`src/inc/ulm_pkg.sv`:
```
// Purpose: Shared constants and carriers for the line/modem control block
// Assumes: APB slave, 32-bit data, one aligned word per register
// Notes: Offsets are byte addresses; register data sits in bits 7:0
package ulm_pkg;

  // Register byte offsets
  localparam logic [7:0] OFF_DATA = 8'h00; // holding regs, or divisor low
  localparam logic [7:0] OFF_IER = 8'h04;  // interrupt_enable, or divisor_high
  localparam logic [7:0] OFF_LCR = 8'h0C;
  localparam logic [7:0] OFF_MCR = 8'h10;
  localparam logic [7:0] OFF_LSR = 8'h14;
  localparam logic [7:0] OFF_MSR = 8'h18;
  localparam logic [7:0] OFF_FEAT = 8'h1C; // feature configuration

  // line_control fields
  localparam int LCR_BREAK = 6;
  localparam int LCR_DLAB = 7;
  // modem_control fields
  localparam int MCR_DTR = 0;
  localparam int MCR_RTS = 1;
  localparam int MCR_PAIR = 2;
  localparam int MCR_OUT2 = 3;
  localparam int MCR_LOOP = 4;
  localparam int MCR_XANY = 5;
  localparam int MCR_IR = 6;
  localparam int MCR_PRESC = 7;
  // interrupt_enable fields
  localparam int IER_THR = 1;
  localparam int IER_LS = 2;
  localparam int IER_MS = 3;
  // feature configuration fields
  localparam int FEAT_FIFO_EN = 0;
  localparam int FEAT_IR_INV = 4;
  localparam int FEAT_AUTOFLOW = 6;

  // Reset values
  localparam logic [7:0] LCR_RST = 8'h00;
  localparam logic [7:0] MCR_RST = 8'h00;
  localparam logic [7:0] IER_RST = 8'h00;
  localparam logic [7:0] FEAT_RST = 8'h00;
  localparam logic [15:0] DIV_RST = 16'h0000;

  // FIFO geometry and flow threshold
  localparam int FIFO_DEPTH = 16;
  localparam logic [4:0] FIFO_CAP = 5'h10;
  localparam logic [4:0] FLOW_LVL = 5'h0E;
  // Prescaler divide-by-four wraps at this count
  localparam logic [1:0] PRESC_LAST = 2'h3;

  // Received character as delivered by the receive shifter
  typedef struct packed {
    logic valid;
    logic brk;
    logic fe;
    logic pe;
    logic [7:0] data;
  } ulm_rx_char_s;

  // Stored receive entry: tags plus data
  typedef struct packed {
    logic brk;
    logic fe;
    logic pe;
    logic [7:0] data;
  } ulm_entry_s;

  // Modem input pins, all active low
  typedef struct packed {
    logic cd_n;
    logic ri_n;
    logic dsr_n;
    logic cts_n;
  } ulm_modem_in_s;

  // Whole state of the block
  typedef struct packed {
    logic [7:0] line_control;
    logic [7:0] modem_control;
    logic [7:0] interrupt_enable;
    logic [7:0] feat;
    logic [15:0] div;
    ulm_entry_s [FIFO_DEPTH-1:0] rx_mem;
    logic [3:0] rx_rd;
    logic [3:0] rx_wr;
    logic [4:0] rx_cnt;
    logic [4:0] rx_errs;
    logic [FIFO_DEPTH-1:0][7:0] tx_mem;
    logic [3:0] tx_rd;
    logic [3:0] tx_wr;
    logic [4:0] tx_cnt;
    logic ovr;
    logic pe;
    logic fe;
    logic bi;
    logic brk_seen;
    logic halted;
    logic [3:0] delta;
    logic [3:0] prev;
    logic strap_done;
    logic [1:0] pre_cnt;
    logic pre_tick;
    logic [31:0] prdata;
    logic ls_irq;
    logic thr_irq;
    logic ms_irq;
    logic serial_out;
    logic rx_line;
    logic ir_dec_in;
    logic dtr_n;
    logic rts_n;
  } ulm_state_s;

endpackage : ulm_pkg

```
`src/ulm_line_modem_ctrl.sv`:
```
// Purpose: Line/modem control and status for one serial channel, APB slave
// Assumes: Shifters, baud generator and IR codec sit outside this block
// Notes: Reads act at the setup edge, writes at the access edge
// What this block does
// - Break bit forces transmit line low
// - Divisor-access bit redirects data-register accesses
// - DTR control bit drives DTR pin low
// - RTS control bit drives RTS pin low
// - Pair select picks RTS/CTS or DTR/DSR
// - Second user-output bit, loopback source only
// - Loopback bit enters internal loopback mode
// - Xon-any lets any character resume transmit
// - Infrared bit loads from strap after reset
// - Infrared mode routes through codec, idle low
// - Prescaler bit divides baud clock by four
// - Line-status interrupt on any errored character
// - Line-status read clears bits one to four
// - Data-ready while any character is held
// - Overrun on full FIFO, FIFO untouched
// - Parity/framing bits follow head character
// - Break sets flag, one break character stored
// - Holding-empty sets on drain, clears on write
// - Transmitter-empty when holding and shifter empty
// - FIFO error bit while errored entries remain
// - CTS and DSR changes set delta flags
// - Ring delta only on RI pin rising
// - Carrier-detect change sets delta flag
// - Upper modem bits: inverted pins or loopback
//
// Chosen here: the APB register port and the register offsets.
`timescale 1ns/1ps

module ulm_line_modem_ctrl (
  // APB slave
  input wire logic pclk,
  input wire logic presetn,
  input wire logic psel,
  input wire logic penable,
  input wire logic pwrite,
  input wire logic [7:0] paddr,
  input wire logic [31:0] pwdata,
  output logic [31:0] prdata,
  output logic pready,
  output logic pslverr,
  // Reset straps
  input wire logic soft_reset,
  input wire logic infrared_strap,
  // Receive shifter side
  input wire ulm_pkg::ulm_rx_char_s rx_char,
  input wire logic xoff_seen,
  input wire logic xon_seen,
  output logic rx_line,
  // Transmit shifter side
  input wire logic tx_shift_bit,
  input wire logic tx_shift_busy,
  input wire logic tx_take,
  output logic [7:0] tx_data,
  output logic tx_valid,
  // Infrared codec
  input wire logic ir_tx_encoded,
  input wire logic ir_rx_decoded,
  output logic ir_decoder_in,
  // Serial and modem pins
  input wire logic serial_in,
  output logic serial_out,
  input wire ulm_pkg::ulm_modem_in_s modem_in,
  output logic dtr_n,
  output logic rts_n,
  // Baud generator feed
  output logic [15:0] divisor,
  output logic prescale_tick,
  // Interrupt requests
  output logic ls_irq,
  output logic thr_irq,
  output logic ms_irq
);

  ulm_pkg::ulm_state_s s_q;
  ulm_pkg::ulm_state_s s_d;

  // Address decode shared by read and write paths
  function automatic logic addr_mapped(input logic [7:0] a);
    if (a == ulm_pkg::OFF_DATA) begin
      addr_mapped = 1'b1;
    end else if (a == ulm_pkg::OFF_IER) begin
      addr_mapped = 1'b1;
    end else if (a == ulm_pkg::OFF_LCR) begin
      addr_mapped = 1'b1;
    end else if (a == ulm_pkg::OFF_MCR) begin
      addr_mapped = 1'b1;
    end else if (a == ulm_pkg::OFF_LSR) begin
      addr_mapped = 1'b1;
    end else if (a == ulm_pkg::OFF_MSR) begin
      addr_mapped = 1'b1;
    end else if (a == ulm_pkg::OFF_FEAT) begin
      addr_mapped = 1'b1;
    end else begin
      addr_mapped = 1'b0;
    end
  endfunction : addr_mapped

  // Any error tag on a stored entry
  function automatic logic has_err(input ulm_pkg::ulm_entry_s e);
    has_err = e.pe | e.fe | e.brk;
  endfunction : has_err

  logic rd_ev;
  logic wr_ev;
  logic dlab;
  logic loop;
  logic ir_on;
  logic [4:0] cap;
  logic rx_push;
  logic rx_pop;
  logic rx_drop;
  logic tx_push;
  logic tx_pop;
  logic flow_stop;
  logic rx_high;
  logic line_out;
  logic idle_lvl;
  logic thre;
  logic temt;
  logic [3:0] eff;
  logic [7:0] lsr_val;
  logic [7:0] msr_val;
  logic [7:0] rd_val;
  ulm_pkg::ulm_entry_s new_e;
  ulm_pkg::ulm_entry_s head;

  // Zero wait states; only unmapped addresses raise an error
  assign pready = 1'b1;
  assign pslverr = psel & penable & ~addr_mapped(paddr);

  // Status words built from current state
  always_comb begin
    dlab = s_q.line_control[ulm_pkg::LCR_DLAB];
    loop = s_q.modem_control[ulm_pkg::MCR_LOOP];
    ir_on = s_q.modem_control[ulm_pkg::MCR_IR];
    thre = (s_q.tx_cnt == 5'h00);
    temt = thre & ~tx_shift_busy;
    if (loop) begin
      eff = {s_q.modem_control[ulm_pkg::MCR_OUT2], s_q.modem_control[ulm_pkg::MCR_PAIR],
             s_q.modem_control[ulm_pkg::MCR_DTR], s_q.modem_control[ulm_pkg::MCR_RTS]};
    end else begin
      eff = ~{modem_in.cd_n, modem_in.ri_n, modem_in.dsr_n, modem_in.cts_n};
    end
    lsr_val = {(s_q.rx_errs != 5'h00), temt, thre, s_q.bi, s_q.fe, s_q.pe,
               s_q.ovr, (s_q.rx_cnt != 5'h00)};
    msr_val = {eff, s_q.delta};
  end

  // Read mux; the divisor shares the data and enable offsets
  always_comb begin
    rd_val = 8'h00;
    if (paddr == ulm_pkg::OFF_DATA) begin
      rd_val = dlab ? s_q.div[7:0] : s_q.rx_mem[s_q.rx_rd].data;
    end else if (paddr == ulm_pkg::OFF_IER) begin
      rd_val = dlab ? s_q.div[15:8] : s_q.interrupt_enable;
    end else if (paddr == ulm_pkg::OFF_LCR) begin
      rd_val = s_q.line_control;
    end else if (paddr == ulm_pkg::OFF_MCR) begin
      rd_val = s_q.modem_control;
    end else if (paddr == ulm_pkg::OFF_LSR) begin
      rd_val = lsr_val;
    end else if (paddr == ulm_pkg::OFF_MSR) begin
      rd_val = msr_val;
    end else if (paddr == ulm_pkg::OFF_FEAT) begin
      rd_val = s_q.feat;
    end
  end

  // FIFO handshakes and flow control terms
  always_comb begin
    rd_ev = psel & ~penable & ~pwrite;
    wr_ev = psel & penable & pwrite;
    cap = s_q.feat[ulm_pkg::FEAT_FIFO_EN] ? ulm_pkg::FIFO_CAP : 5'h01;
    new_e = '{brk: rx_char.brk, fe: rx_char.fe, pe: rx_char.pe,
              data: rx_char.data};
    head = s_q.rx_mem[s_q.rx_rd];
    // one break character per break condition
    rx_drop = rx_char.brk & s_q.brk_seen;
    // full FIFO refuses the new character
    rx_push = rx_char.valid & ~rx_drop & (s_q.rx_cnt < cap);
    // data offset reads the holding side only without divisor access
    rx_pop = rd_ev & (paddr == ulm_pkg::OFF_DATA) & ~dlab &
             (s_q.rx_cnt != 5'h00);
    tx_push = wr_ev & (paddr == ulm_pkg::OFF_DATA) & ~dlab &
              (s_q.tx_cnt < cap);
    // stop input of the selected pair, auto mode only
    flow_stop = s_q.feat[ulm_pkg::FEAT_AUTOFLOW] &
                (s_q.modem_control[ulm_pkg::MCR_PAIR] ? modem_in.dsr_n
                                            : modem_in.cts_n);
    rx_high = s_q.feat[ulm_pkg::FEAT_AUTOFLOW] &
              (s_q.rx_cnt >= ulm_pkg::FLOW_LVL);
    tx_valid = ~thre & ~s_q.halted & ~flow_stop;
    tx_pop = tx_take & tx_valid;
  end

  // Line routing: break, infrared and loopback
  always_comb begin
    idle_lvl = ~ir_on;
    // break forces space on the line
    if (s_q.line_control[ulm_pkg::LCR_BREAK]) begin
      line_out = 1'b0;
    end else begin
      line_out = ir_on ? ir_tx_encoded : tx_shift_bit;
    end
  end

  // Next-state logic for the whole block
  always_comb begin
    s_d = s_q;
    s_d.pre_tick = 1'b0;

    // strap sampled once after reset release or soft reset
    if (~s_q.strap_done | soft_reset) begin
      s_d.modem_control[ulm_pkg::MCR_IR] = infrared_strap;
      s_d.strap_done = 1'b1;
    end

    // Register writes take effect at the access edge
    if (wr_ev) begin
      if (paddr == ulm_pkg::OFF_DATA) begin
        // divisor low byte under divisor access
        if (dlab) begin
          s_d.div[7:0] = pwdata[7:0];
        end else if (tx_push) begin
          s_d.tx_mem[s_q.tx_wr] = pwdata[7:0];
        end
      end else if (paddr == ulm_pkg::OFF_IER) begin
        if (dlab) begin
          s_d.div[15:8] = pwdata[7:0];
        end else begin
          s_d.interrupt_enable = pwdata[7:0];
        end
      end else if (paddr == ulm_pkg::OFF_LCR) begin
        s_d.line_control = pwdata[7:0];
      end else if (paddr == ulm_pkg::OFF_MCR) begin
        s_d.modem_control = pwdata[7:0];
      end else if (paddr == ulm_pkg::OFF_FEAT) begin
        s_d.feat = pwdata[7:0];
      end
    end

    // Read data is captured at the setup edge with its side effects
    if (rd_ev) begin
      s_d.prdata = {24'h000000, rd_val};
    end
    // line-status read clears bits one to four
    if (rd_ev & (paddr == ulm_pkg::OFF_LSR)) begin
      s_d.ovr = 1'b0;
      s_d.pe = 1'b0;
      s_d.fe = 1'b0;
      s_d.bi = 1'b0;
    end
    if (rd_ev & (paddr == ulm_pkg::OFF_MSR)) begin
      s_d.delta = 4'h0;
    end

    // Receive FIFO; sets below win over the read clears above
    if (rx_push) begin
      s_d.rx_mem[s_q.rx_wr] = new_e;
      s_d.rx_wr = s_q.rx_wr + 4'h1;
    end
    if (rx_pop) begin
      s_d.rx_rd = s_q.rx_rd + 4'h1;
    end
    s_d.rx_cnt = s_q.rx_cnt + {4'h0, rx_push} - {4'h0, rx_pop};
    // count of errored entries still stored
    s_d.rx_errs = s_q.rx_errs + {4'h0, rx_push & has_err(new_e)} -
                  {4'h0, rx_pop & has_err(head)};
    // overrun when a character finds the FIFO full
    if (rx_char.valid & ~rx_drop & ~rx_push) begin
      s_d.ovr = 1'b1;
    end
    // tags follow the character that becomes head
    if (rx_pop & (s_q.rx_cnt > 5'h01)) begin
      s_d.pe = s_d.pe | s_q.rx_mem[s_q.rx_rd + 4'h1].pe;
      s_d.fe = s_d.fe | s_q.rx_mem[s_q.rx_rd + 4'h1].fe;
      s_d.bi = s_d.bi | s_q.rx_mem[s_q.rx_rd + 4'h1].brk;
    end else if (rx_push & ((s_q.rx_cnt == 5'h00) |
                            (rx_pop & (s_q.rx_cnt == 5'h01)))) begin
      s_d.pe = s_d.pe | new_e.pe;
      s_d.fe = s_d.fe | new_e.fe;
      s_d.bi = s_d.bi | new_e.brk;
    end
    // arm after a break, rearm on a normal character
    if (rx_char.valid) begin
      s_d.brk_seen = rx_char.brk;
    end

    // software flow: Xoff halts, Xon resumes, or any char when Xon-any is set
    if (xoff_seen) begin
      s_d.halted = 1'b1;
    end else if (xon_seen |
                 (rx_char.valid & s_q.modem_control[ulm_pkg::MCR_XANY])) begin
      s_d.halted = 1'b0;
    end

    // holding side empties on shifter take, fills on write
    if (tx_push) begin
      s_d.tx_wr = s_q.tx_wr + 4'h1;
    end
    if (tx_pop) begin
      s_d.tx_rd = s_q.tx_rd + 4'h1;
    end
    s_d.tx_cnt = s_q.tx_cnt + {4'h0, tx_push} - {4'h0, tx_pop};

    // Modem deltas; first cycle after reset only seeds the history
    s_d.prev = eff;
    if (s_q.strap_done) begin
      // CTS and DSR change in either direction
      s_d.delta[0] = s_d.delta[0] | (eff[0] ^ s_q.prev[0]);
      s_d.delta[1] = s_d.delta[1] | (eff[1] ^ s_q.prev[1]);
      // RI pin rising is the status bit falling
      s_d.delta[2] = s_d.delta[2] | (s_q.prev[2] & ~eff[2]);
      s_d.delta[3] = s_d.delta[3] | (eff[3] ^ s_q.prev[3]);
    end

    // prescaler: every cycle, or every fourth
    s_d.pre_cnt = s_q.pre_cnt + 2'h1;
    s_d.pre_tick = ~s_q.modem_control[ulm_pkg::MCR_PRESC] |
                   (s_q.pre_cnt == ulm_pkg::PRESC_LAST);

    // line-status request on flags or errored entries
    s_d.ls_irq = s_q.interrupt_enable[ulm_pkg::IER_LS] &
                 (s_d.ovr | s_d.pe | s_d.fe | s_d.bi |
                  (s_d.rx_errs != 5'h00));
    s_d.thr_irq = s_q.interrupt_enable[ulm_pkg::IER_THR] & (s_d.tx_cnt == 5'h00);
    s_d.ms_irq = s_q.interrupt_enable[ulm_pkg::IER_MS] & (s_d.delta != 4'h0);

    // loopback keeps the pin idle and feeds the receiver
    // loopback also parks the modem outputs inactive
    if (s_q.modem_control[ulm_pkg::MCR_LOOP]) begin
      s_d.serial_out = idle_lvl;
      s_d.rx_line = line_out;
      s_d.dtr_n = 1'b1;
      s_d.rts_n = 1'b1;
    end else begin
      s_d.serial_out = line_out;
      // receive path through the decoder in infrared mode
      s_d.rx_line = ir_on ? ir_rx_decoded : serial_in;
      // DTR pin; overridden when it is the flow output
      s_d.dtr_n = ~s_q.modem_control[ulm_pkg::MCR_DTR] |
                  (rx_high & s_q.modem_control[ulm_pkg::MCR_PAIR]);
      // RTS pin; overridden when it is the flow output
      s_d.rts_n = ~s_q.modem_control[ulm_pkg::MCR_RTS] |
                  (rx_high & ~s_q.modem_control[ulm_pkg::MCR_PAIR]);
    end
    // optional inversion ahead of the decoder
    s_d.ir_dec_in = serial_in ^ s_q.feat[ulm_pkg::FEAT_IR_INV];
  end

  // State register; strap bit is loaded by the first clocked cycle
  always_ff @(posedge pclk or negedge presetn) begin
    if (~presetn) begin
      s_q <= '0;
      s_q.line_control <= ulm_pkg::LCR_RST;
      // user output two and the other controls start at zero
      s_q.modem_control <= ulm_pkg::MCR_RST;
      s_q.interrupt_enable <= ulm_pkg::IER_RST;
      s_q.feat <= ulm_pkg::FEAT_RST;
      s_q.div <= ulm_pkg::DIV_RST;
      s_q.serial_out <= 1'b1;
      s_q.rx_line <= 1'b1;
      s_q.dtr_n <= 1'b1;
      s_q.rts_n <= 1'b1;
    end else begin
      s_q <= s_d;
    end
  end

  // Outputs straight from state
  assign prdata = s_q.prdata;
  assign tx_data = s_q.tx_mem[s_q.tx_rd];
  assign serial_out = s_q.serial_out;
  assign rx_line = s_q.rx_line;
  assign ir_decoder_in = s_q.ir_dec_in;
  assign dtr_n = s_q.dtr_n;
  assign rts_n = s_q.rts_n;
  assign divisor = s_q.div;
  assign prescale_tick = s_q.pre_tick;
  assign ls_irq = s_q.ls_irq;
  assign thr_irq = s_q.thr_irq;
  assign ms_irq = s_q.ms_irq;

endmodule : ulm_line_modem_ctrl

```
`config.mk`:
```
export PLATFORM = sky130hd
export DESIGN_NAME = ulm_line_modem_ctrl
export DESIGN_NICKNAME = d
export VERILOG_FILES = /design/src/inc/ulm_pkg.sv /design/src/ulm_line_modem_ctrl.sv
export SDC_FILE = /design/constraint.sdc
export NUM_CORES = 1
export LEC_CHECK = 0
export BUFFER_PORTS_ARGS = -buffer_cell sky130_fd_sc_hd__buf_2
export CAP_MARGIN = 25
export CORE_UTILIZATION = 50
export CTS_BUF_LIST = sky130_fd_sc_hd__clkbuf_4
export DETAILED_ROUTE_END_ITERATION = 8
export HOLD_SLACK_MARGIN = 0.15
export PLACE_DENSITY = 0.66
export SYNTH_ARGS = -nofsm -noshare
export SYNTH_HDL_FRONTEND = slang
export SYNTH_SLANG_ARGS = --single-unit
```
`constraint.sdc`:
```
create_clock -name pclk -period 4.2 [get_ports pclk]
set_input_delay 0.84 -clock pclk [delete_from_list [all_inputs] [get_ports pclk]]
set_output_delay 0.84 -clock pclk [all_outputs]
set_load 0.02 [all_outputs]
```
# Yosys cells after proc, flatten, opt, wreduce, memory -nomap -nowiden
# Index checks and enable logic that the tools add are counted.
# Widths: inputs -> output; s select.
# totals
register_bits	417
latchBits	0
mem_bits_rw	0
rom_bits	0
inputBits	71
output_inout_bits	68
word_cells	307
n_memories	0
# op_classes
addsub	11
mul	0
div_mod_pow	0
n_lt_le_gt_ge	11
n_eq_ne	8
n_shift	0
n_mux	60
n_bitwise	85
n_reduce_logical	18
# ops
op	n
$bwmux 176	1
$mux 8	21
$bwmux 128	1
$bmux 11 s4	2
$demux 11 s4	1
$mux 39	1
$and 1x1->1	35
$mux 11	3
$bmux 8 s4	1
$demux 8 s4	1
$eq 8x5->1 const B	4
$mux 31	1
$lt 4x5->1 const B	5
$or 1x1->1	24
$mux 7	3
$not 1->1	21
$add 4x1->4 const B	4
$mux 4	4
$reduce_and 4->1	4
$add 5x1->5	3
$logic_not 5->1	3
$mux 1	15
$reduce_bool 5->1	3
$sub 5x1->5	3
other kinds (21)	29

# Logic depth before layout (Yosys ltp)
# logic_depth
word_depth	16
depth_mapped	19

# Least setup slack after synthesis
# Ideal clock, no wire load.
# synth_path
path_type	in2reg
startpoint	input pwrite
endpoint	register s_q (netlist bit ls_irq)
arrival_time_ps	3957
t_required_ps	4071
slack_ps	114
cell_stages	11
path_buffers	1
path_cell_list	or3b_1 clkbuf_1 nor4b_2 nor2b_1 ha_1 inv_1 ha_1 fa_1 or4_1 or3_1 o41a_1
# synth_lines
item	line_no	text
start, declared	ulm_line_modem_ctrl.sv:39	input wire logic pwrite,
end, declared	ulm_line_modem_ctrl.sv:78	ulm_pkg::ulm_state_s s_q;

==> results.cfg <==
[timing]
fmax_ghz = 0.249
rsz0062_at_grt = false
worst_pin_slew_ns = 0.983
finalClockSkew_ns = 0.0454
tns_ns = 0
fin_ws_ns = 0.190
fin_crit_sh_pct = 95.5
finalCriticalPeriod_ns = 4.01
hold_slack_ns = 0.274
hold_violations = 0
setup_viol = 0
maxSlewHeadroom_pct = 34.3
slew_viol_final = 0

[final_layout]
nNetsFinal = 1682
multi_input_comb_area_sq_um = 9450
fillCellCount = 3412
regArea_sq_um = 10400
area_growth_pct = 9.48
drive_gt1_share_pct = 46.7
fin_util_pct = 55.8

[synth]
syn_area_sq_um = 20900
synth_cells = 1453
synth.distinct_cells = 73
yosys_warnings = 0
yosysSeqAreaShare_pct = 49.8
ys_async_sr_fraction_pct = 100
synth_edf_count = 0
ys_ff_latch = 417
synth_ff_type = dfrtp_1
postSynthAreaPerCell_sq_um = 14.4

[global_routing]
grt_max_degree = 109
busiest_layer = met2
grt_util_met2_pct = 37.9
globalRouteOverflowTotal = 0
grt_pass1_wl_mm = 76.1
met1_usage_pct = 31.8
grt_use_met3_pct = 4.57
grtUsageTotal_pct = 23.6
grt_pass1_vias = 13100
antenna_found_initial = 2

[detailed_routing]
ant_nets = 0
avgRoutedWirePerCell_um = 22.2
via_per_inst = 5.69
drtIter0Drc = 853
drc = 11
routed_wl_mm = 48.5
vias = 12500
drt-pass1-iter-count = 8

[pwr]
ir_drop_mv = 0.386
finalPower_mw = 11.7
clockPowerShare_pct = 30.2
p_seq_share_pct = 47.4
p_leak_nw = 10.7
internal-power_mw = 8.16
power_density_nw_per_um2 = 512
p_sw_mw = 3.59
p_sw_share_pct = 30.6
combPwrFrac_pct = 22.5

[status]
status = finished with violations
violations = design-rule violations

[cts]
numCtsBuffers = 110
ctsLongestPathBuffers = 3
clock_sinks = 417
insertion_delay_ns = 0.87
cts_max_level = 3
clkSlewWorstSetupHoldPaths_ns = 0.07
root_buffer = clkbuf_4
cts_tree = yes

[critical_path]
r2r_cells = 13
critPathMaxFanout = 16
start_kind = flop
worstPathArrival_ns = 4.75
r2r_start = s_q[213]$_DFFE_PN0P_
slowest_stage = dfrtp_4
crit_chain = nor4_1 -> a21oi_1 -> mux4_2 -> a21oi_1 -> nor2b_1 -> ha_1 -> inv_1 -> ha_1 -> fa_1 -> xor2_1 -> or4_1 -> or3_1 -> o41a_1
r2r_slack_ns = 0.19
critPathKind = reg -> reg
critical_path.reg2reg.endpoint = ls_irq$_DFF_PN0_
cp_data_required_time_ns = 4.94
crit_path_end_kind = flop
critPathMaxStageDelay_ns = 0.57

[floorplanning]
die_x_um = 207
io_pins = 139
coreArea_sq_um = 41100
dieArea_sq_um = 42700
dieHeight_um = 207
rows = 74
initial_utilization_pct = 51.0

[placed_design]
gp_congestion = 0.826
dp_slack_ns = 0.0564
place_hpwl_mm = 31.6
port_buffers = 89

[job]
drv_cap = 0

[worst_hold_path]
hold_class = in -> reg
whs_endpoint = s_q[53]$_DFFE_PN0P_
min-delay-start = rx_char[11]
hold_depth = 2
==> state kept, by name, indices dropped and copies added, names as in the netlist <==
name and cells:
divisor 16, dlab 1, dtr_n 1, ir_decoder_in 1
ir_on 1, loop 1, ls_irq 1, lsr_val 4
ms_irq 1, msr_val 4, prdata 8, prescale_tick 1
rts_n 1, rx_line 1, s_q 373, serial_out 1
thr_irq 1
==> worst max-delay path by stage <==
stage                         start  slack, ns  cells past startpoint                to
5_1_grt        s_q[213]$_DFFE_PN0P_       0.03                     13  ls_irq$_DFF_PN0_
3_5_place_dp                 pwrite       0.06                     12  ls_irq$_DFF_PN0_
4_1_cts         s_q[67]$_DFFE_PN0P_       0.02                      4        tx_data[4]
3_3_place_gp               paddr[1]        0.1                     13  ls_irq$_DFF_PN0_
2_1_floorplan                pwrite       0.11                     11  ls_irq$_DFF_PN0_
6_report       s_q[213]$_DFFE_PN0P_       0.19                     13  ls_irq$_DFF_PN0_
==> Yosys cell counts (4+ instances only) <==
| cell | n | area [sq um] |
|---|---|---|
| a211oi_1 | 7 | 52.6 |
| a21oi_1 | 26 | 130 |
| a221oi_1 | 13 | 114 |
| a222oi_1 | 5 | 50.1 |
| a22o_1 | 9 | 78.8 |
| a22oi_1 | 15 | 113 |
| and2_1 | 6 | 37.5 |
| and3_1 | 5 | 31.3 |
| and3_4 | 13 | 146 |
| buf_1 | 12 | 45.0 |
| buf_12 | 8 | 160 |
| buf_2 | 14 | 70.1 |
| buf_4 | 53 | 398 |
| buf_6 | 5 | 56.3 |
| buf_8 | 5 | 75.1 |
| clkbuf_1 | 58 | 218 |
| dfrtp_1 | 413 | 10300 |
| dfstp_2 | 4 | 105 |
| ha_1 | 40 | 500 |
| inv_1 | 34 | 128 |
| mux2_2 | 240 | 2700 |
| mux2_4 | 120 | 1800 |
| mux2i_1 | 34 | 340 |
| mux4_2 | 75 | 1690 |
| nand2_1 | 43 | 161 |
| nand2b_1 | 4 | 25.0 |
| nand3_1 | 16 | 80.1 |
| nand4_1 | 5 | 31.3 |
| nor2_1 | 27 | 101 |
| nor2b_1 | 9 | 56.3 |
| nor3_1 | 11 | 55.1 |
| nor4_1 | 9 | 56.3 |
| o21ai_0 | 22 | 110 |
| o22a_1 | 5 | 43.8 |
| xnor2_1 | 15 | 131 |
| xor2_1 | 14 | 123 |
==> layout make-up <==
cell class / instances / share of cell area [%]
clock buffers: 157 / 5.14
clock inverters: 41 / 0.944
well taps: 532 / 2.90
diodes: 2 / 0.0218
repair buffers: 134 / 3.66
multi-input cells: 870 / 41.2
inverters: 35 / 0.573
flip-flops and latches: 417 / 45.6
==> stage by stage <==
| step | cells | cell area (sq um) |
|---|---|---|
| 2_1_floorplan | 1477 | 21000 |
| 6_report | 2188 | 22900 |
| 3_3_place_gp | 1984 | 21500 |
| 5_1_grt | 2188 | 22900 |
| 3_5_place_dp | 1984 | 21500 |
| 4_1_cts | 2185 | 22900 |
==> kinds of logic after synthesis <==
family                   synth area share (%)
multiplexers                             31.2
flip-flops                               49.8
buffers and inverters                    5.51
AND/OR/NAND/NOR                          5.21
AO/OA/AOI/OAI                            4.32
adder cells (fa/ha/maj)                  2.68
XOR/XNOR                                 1.21
other                                  0.0359
==> placed cells by master (no fill, tap or decap), drive strengths merged, types with 4 or more instances in the layout <==
master  synthesis  layout
dfrtp         413     413
mux2          360     360
clkbuf         58     158
buf            97     130
mux4           75      75
nand2          45      45
ha             40      40
inv            34      38
clkinv          1      36
mux2i          34      34
nor2           28      28
a21oi          26      26
conb            2      26
o21ai          22      22
and3           18      18
nand3          17      17
nor3           16      16
xnor2          15      15
a22oi          15      15
xor2           14      14
a221oi         13      13
nor4           13      13
a22o            9       9
nor2b           9       9
a211oi          7       7
and2            7       7
nand4           5       5
a222oi          5       5
o22a            5       5
nand2b          4       4
dfstp           4       4
==> power by group through the flow <==
| stage | Sequential [mW] | Combinational [mW] | Clock, mW |
|---|---|---|---|
| 3_5_place_dp | 5.62 | 2.65 | 0 |
| 4_1_cts | 5.55 | 2.66 | 3.66 |
| 6_report | 5.57 | 2.64 | 3.54 |
| 5_1_grt | 5.67 | 2.93 | 3.87 |
| 3_3_place_gp | 5.58 | 2.55 | 0 |
| 2_1_floorplan | 5.30 | 2.20 | 0 |
==> metal layers <==
layer	vias up	share of wire, %
li1	5539	-
met1	6486	44
met2	344	49
met3	87	4.6
met4	0	2.4
met5	-	0
==> worst max-delay path: cells and delay by family, from the launching register on <==
family	cells	cell delay, ns
compound gates	3	0.61
flops	1	0.57
mux	1	0.48
xor+xnor	1	0.17
buf+inv	1	0.04
simple gates	4	1.16
fa+ha+maj	3	0.88
==> timing repair <==
| item | 4_1_cts | 5_1_grt |
|---|---|---|
| hold buffers | 3 | 0 |
| hold endpoints to repair | 102 | 0 |
| setup endpoints to repair | 0 | 4 |
| resized for setup | 0 | 2 |
| buffers inserted | 0 | 0 |
(Power assumes the default switching activity.)
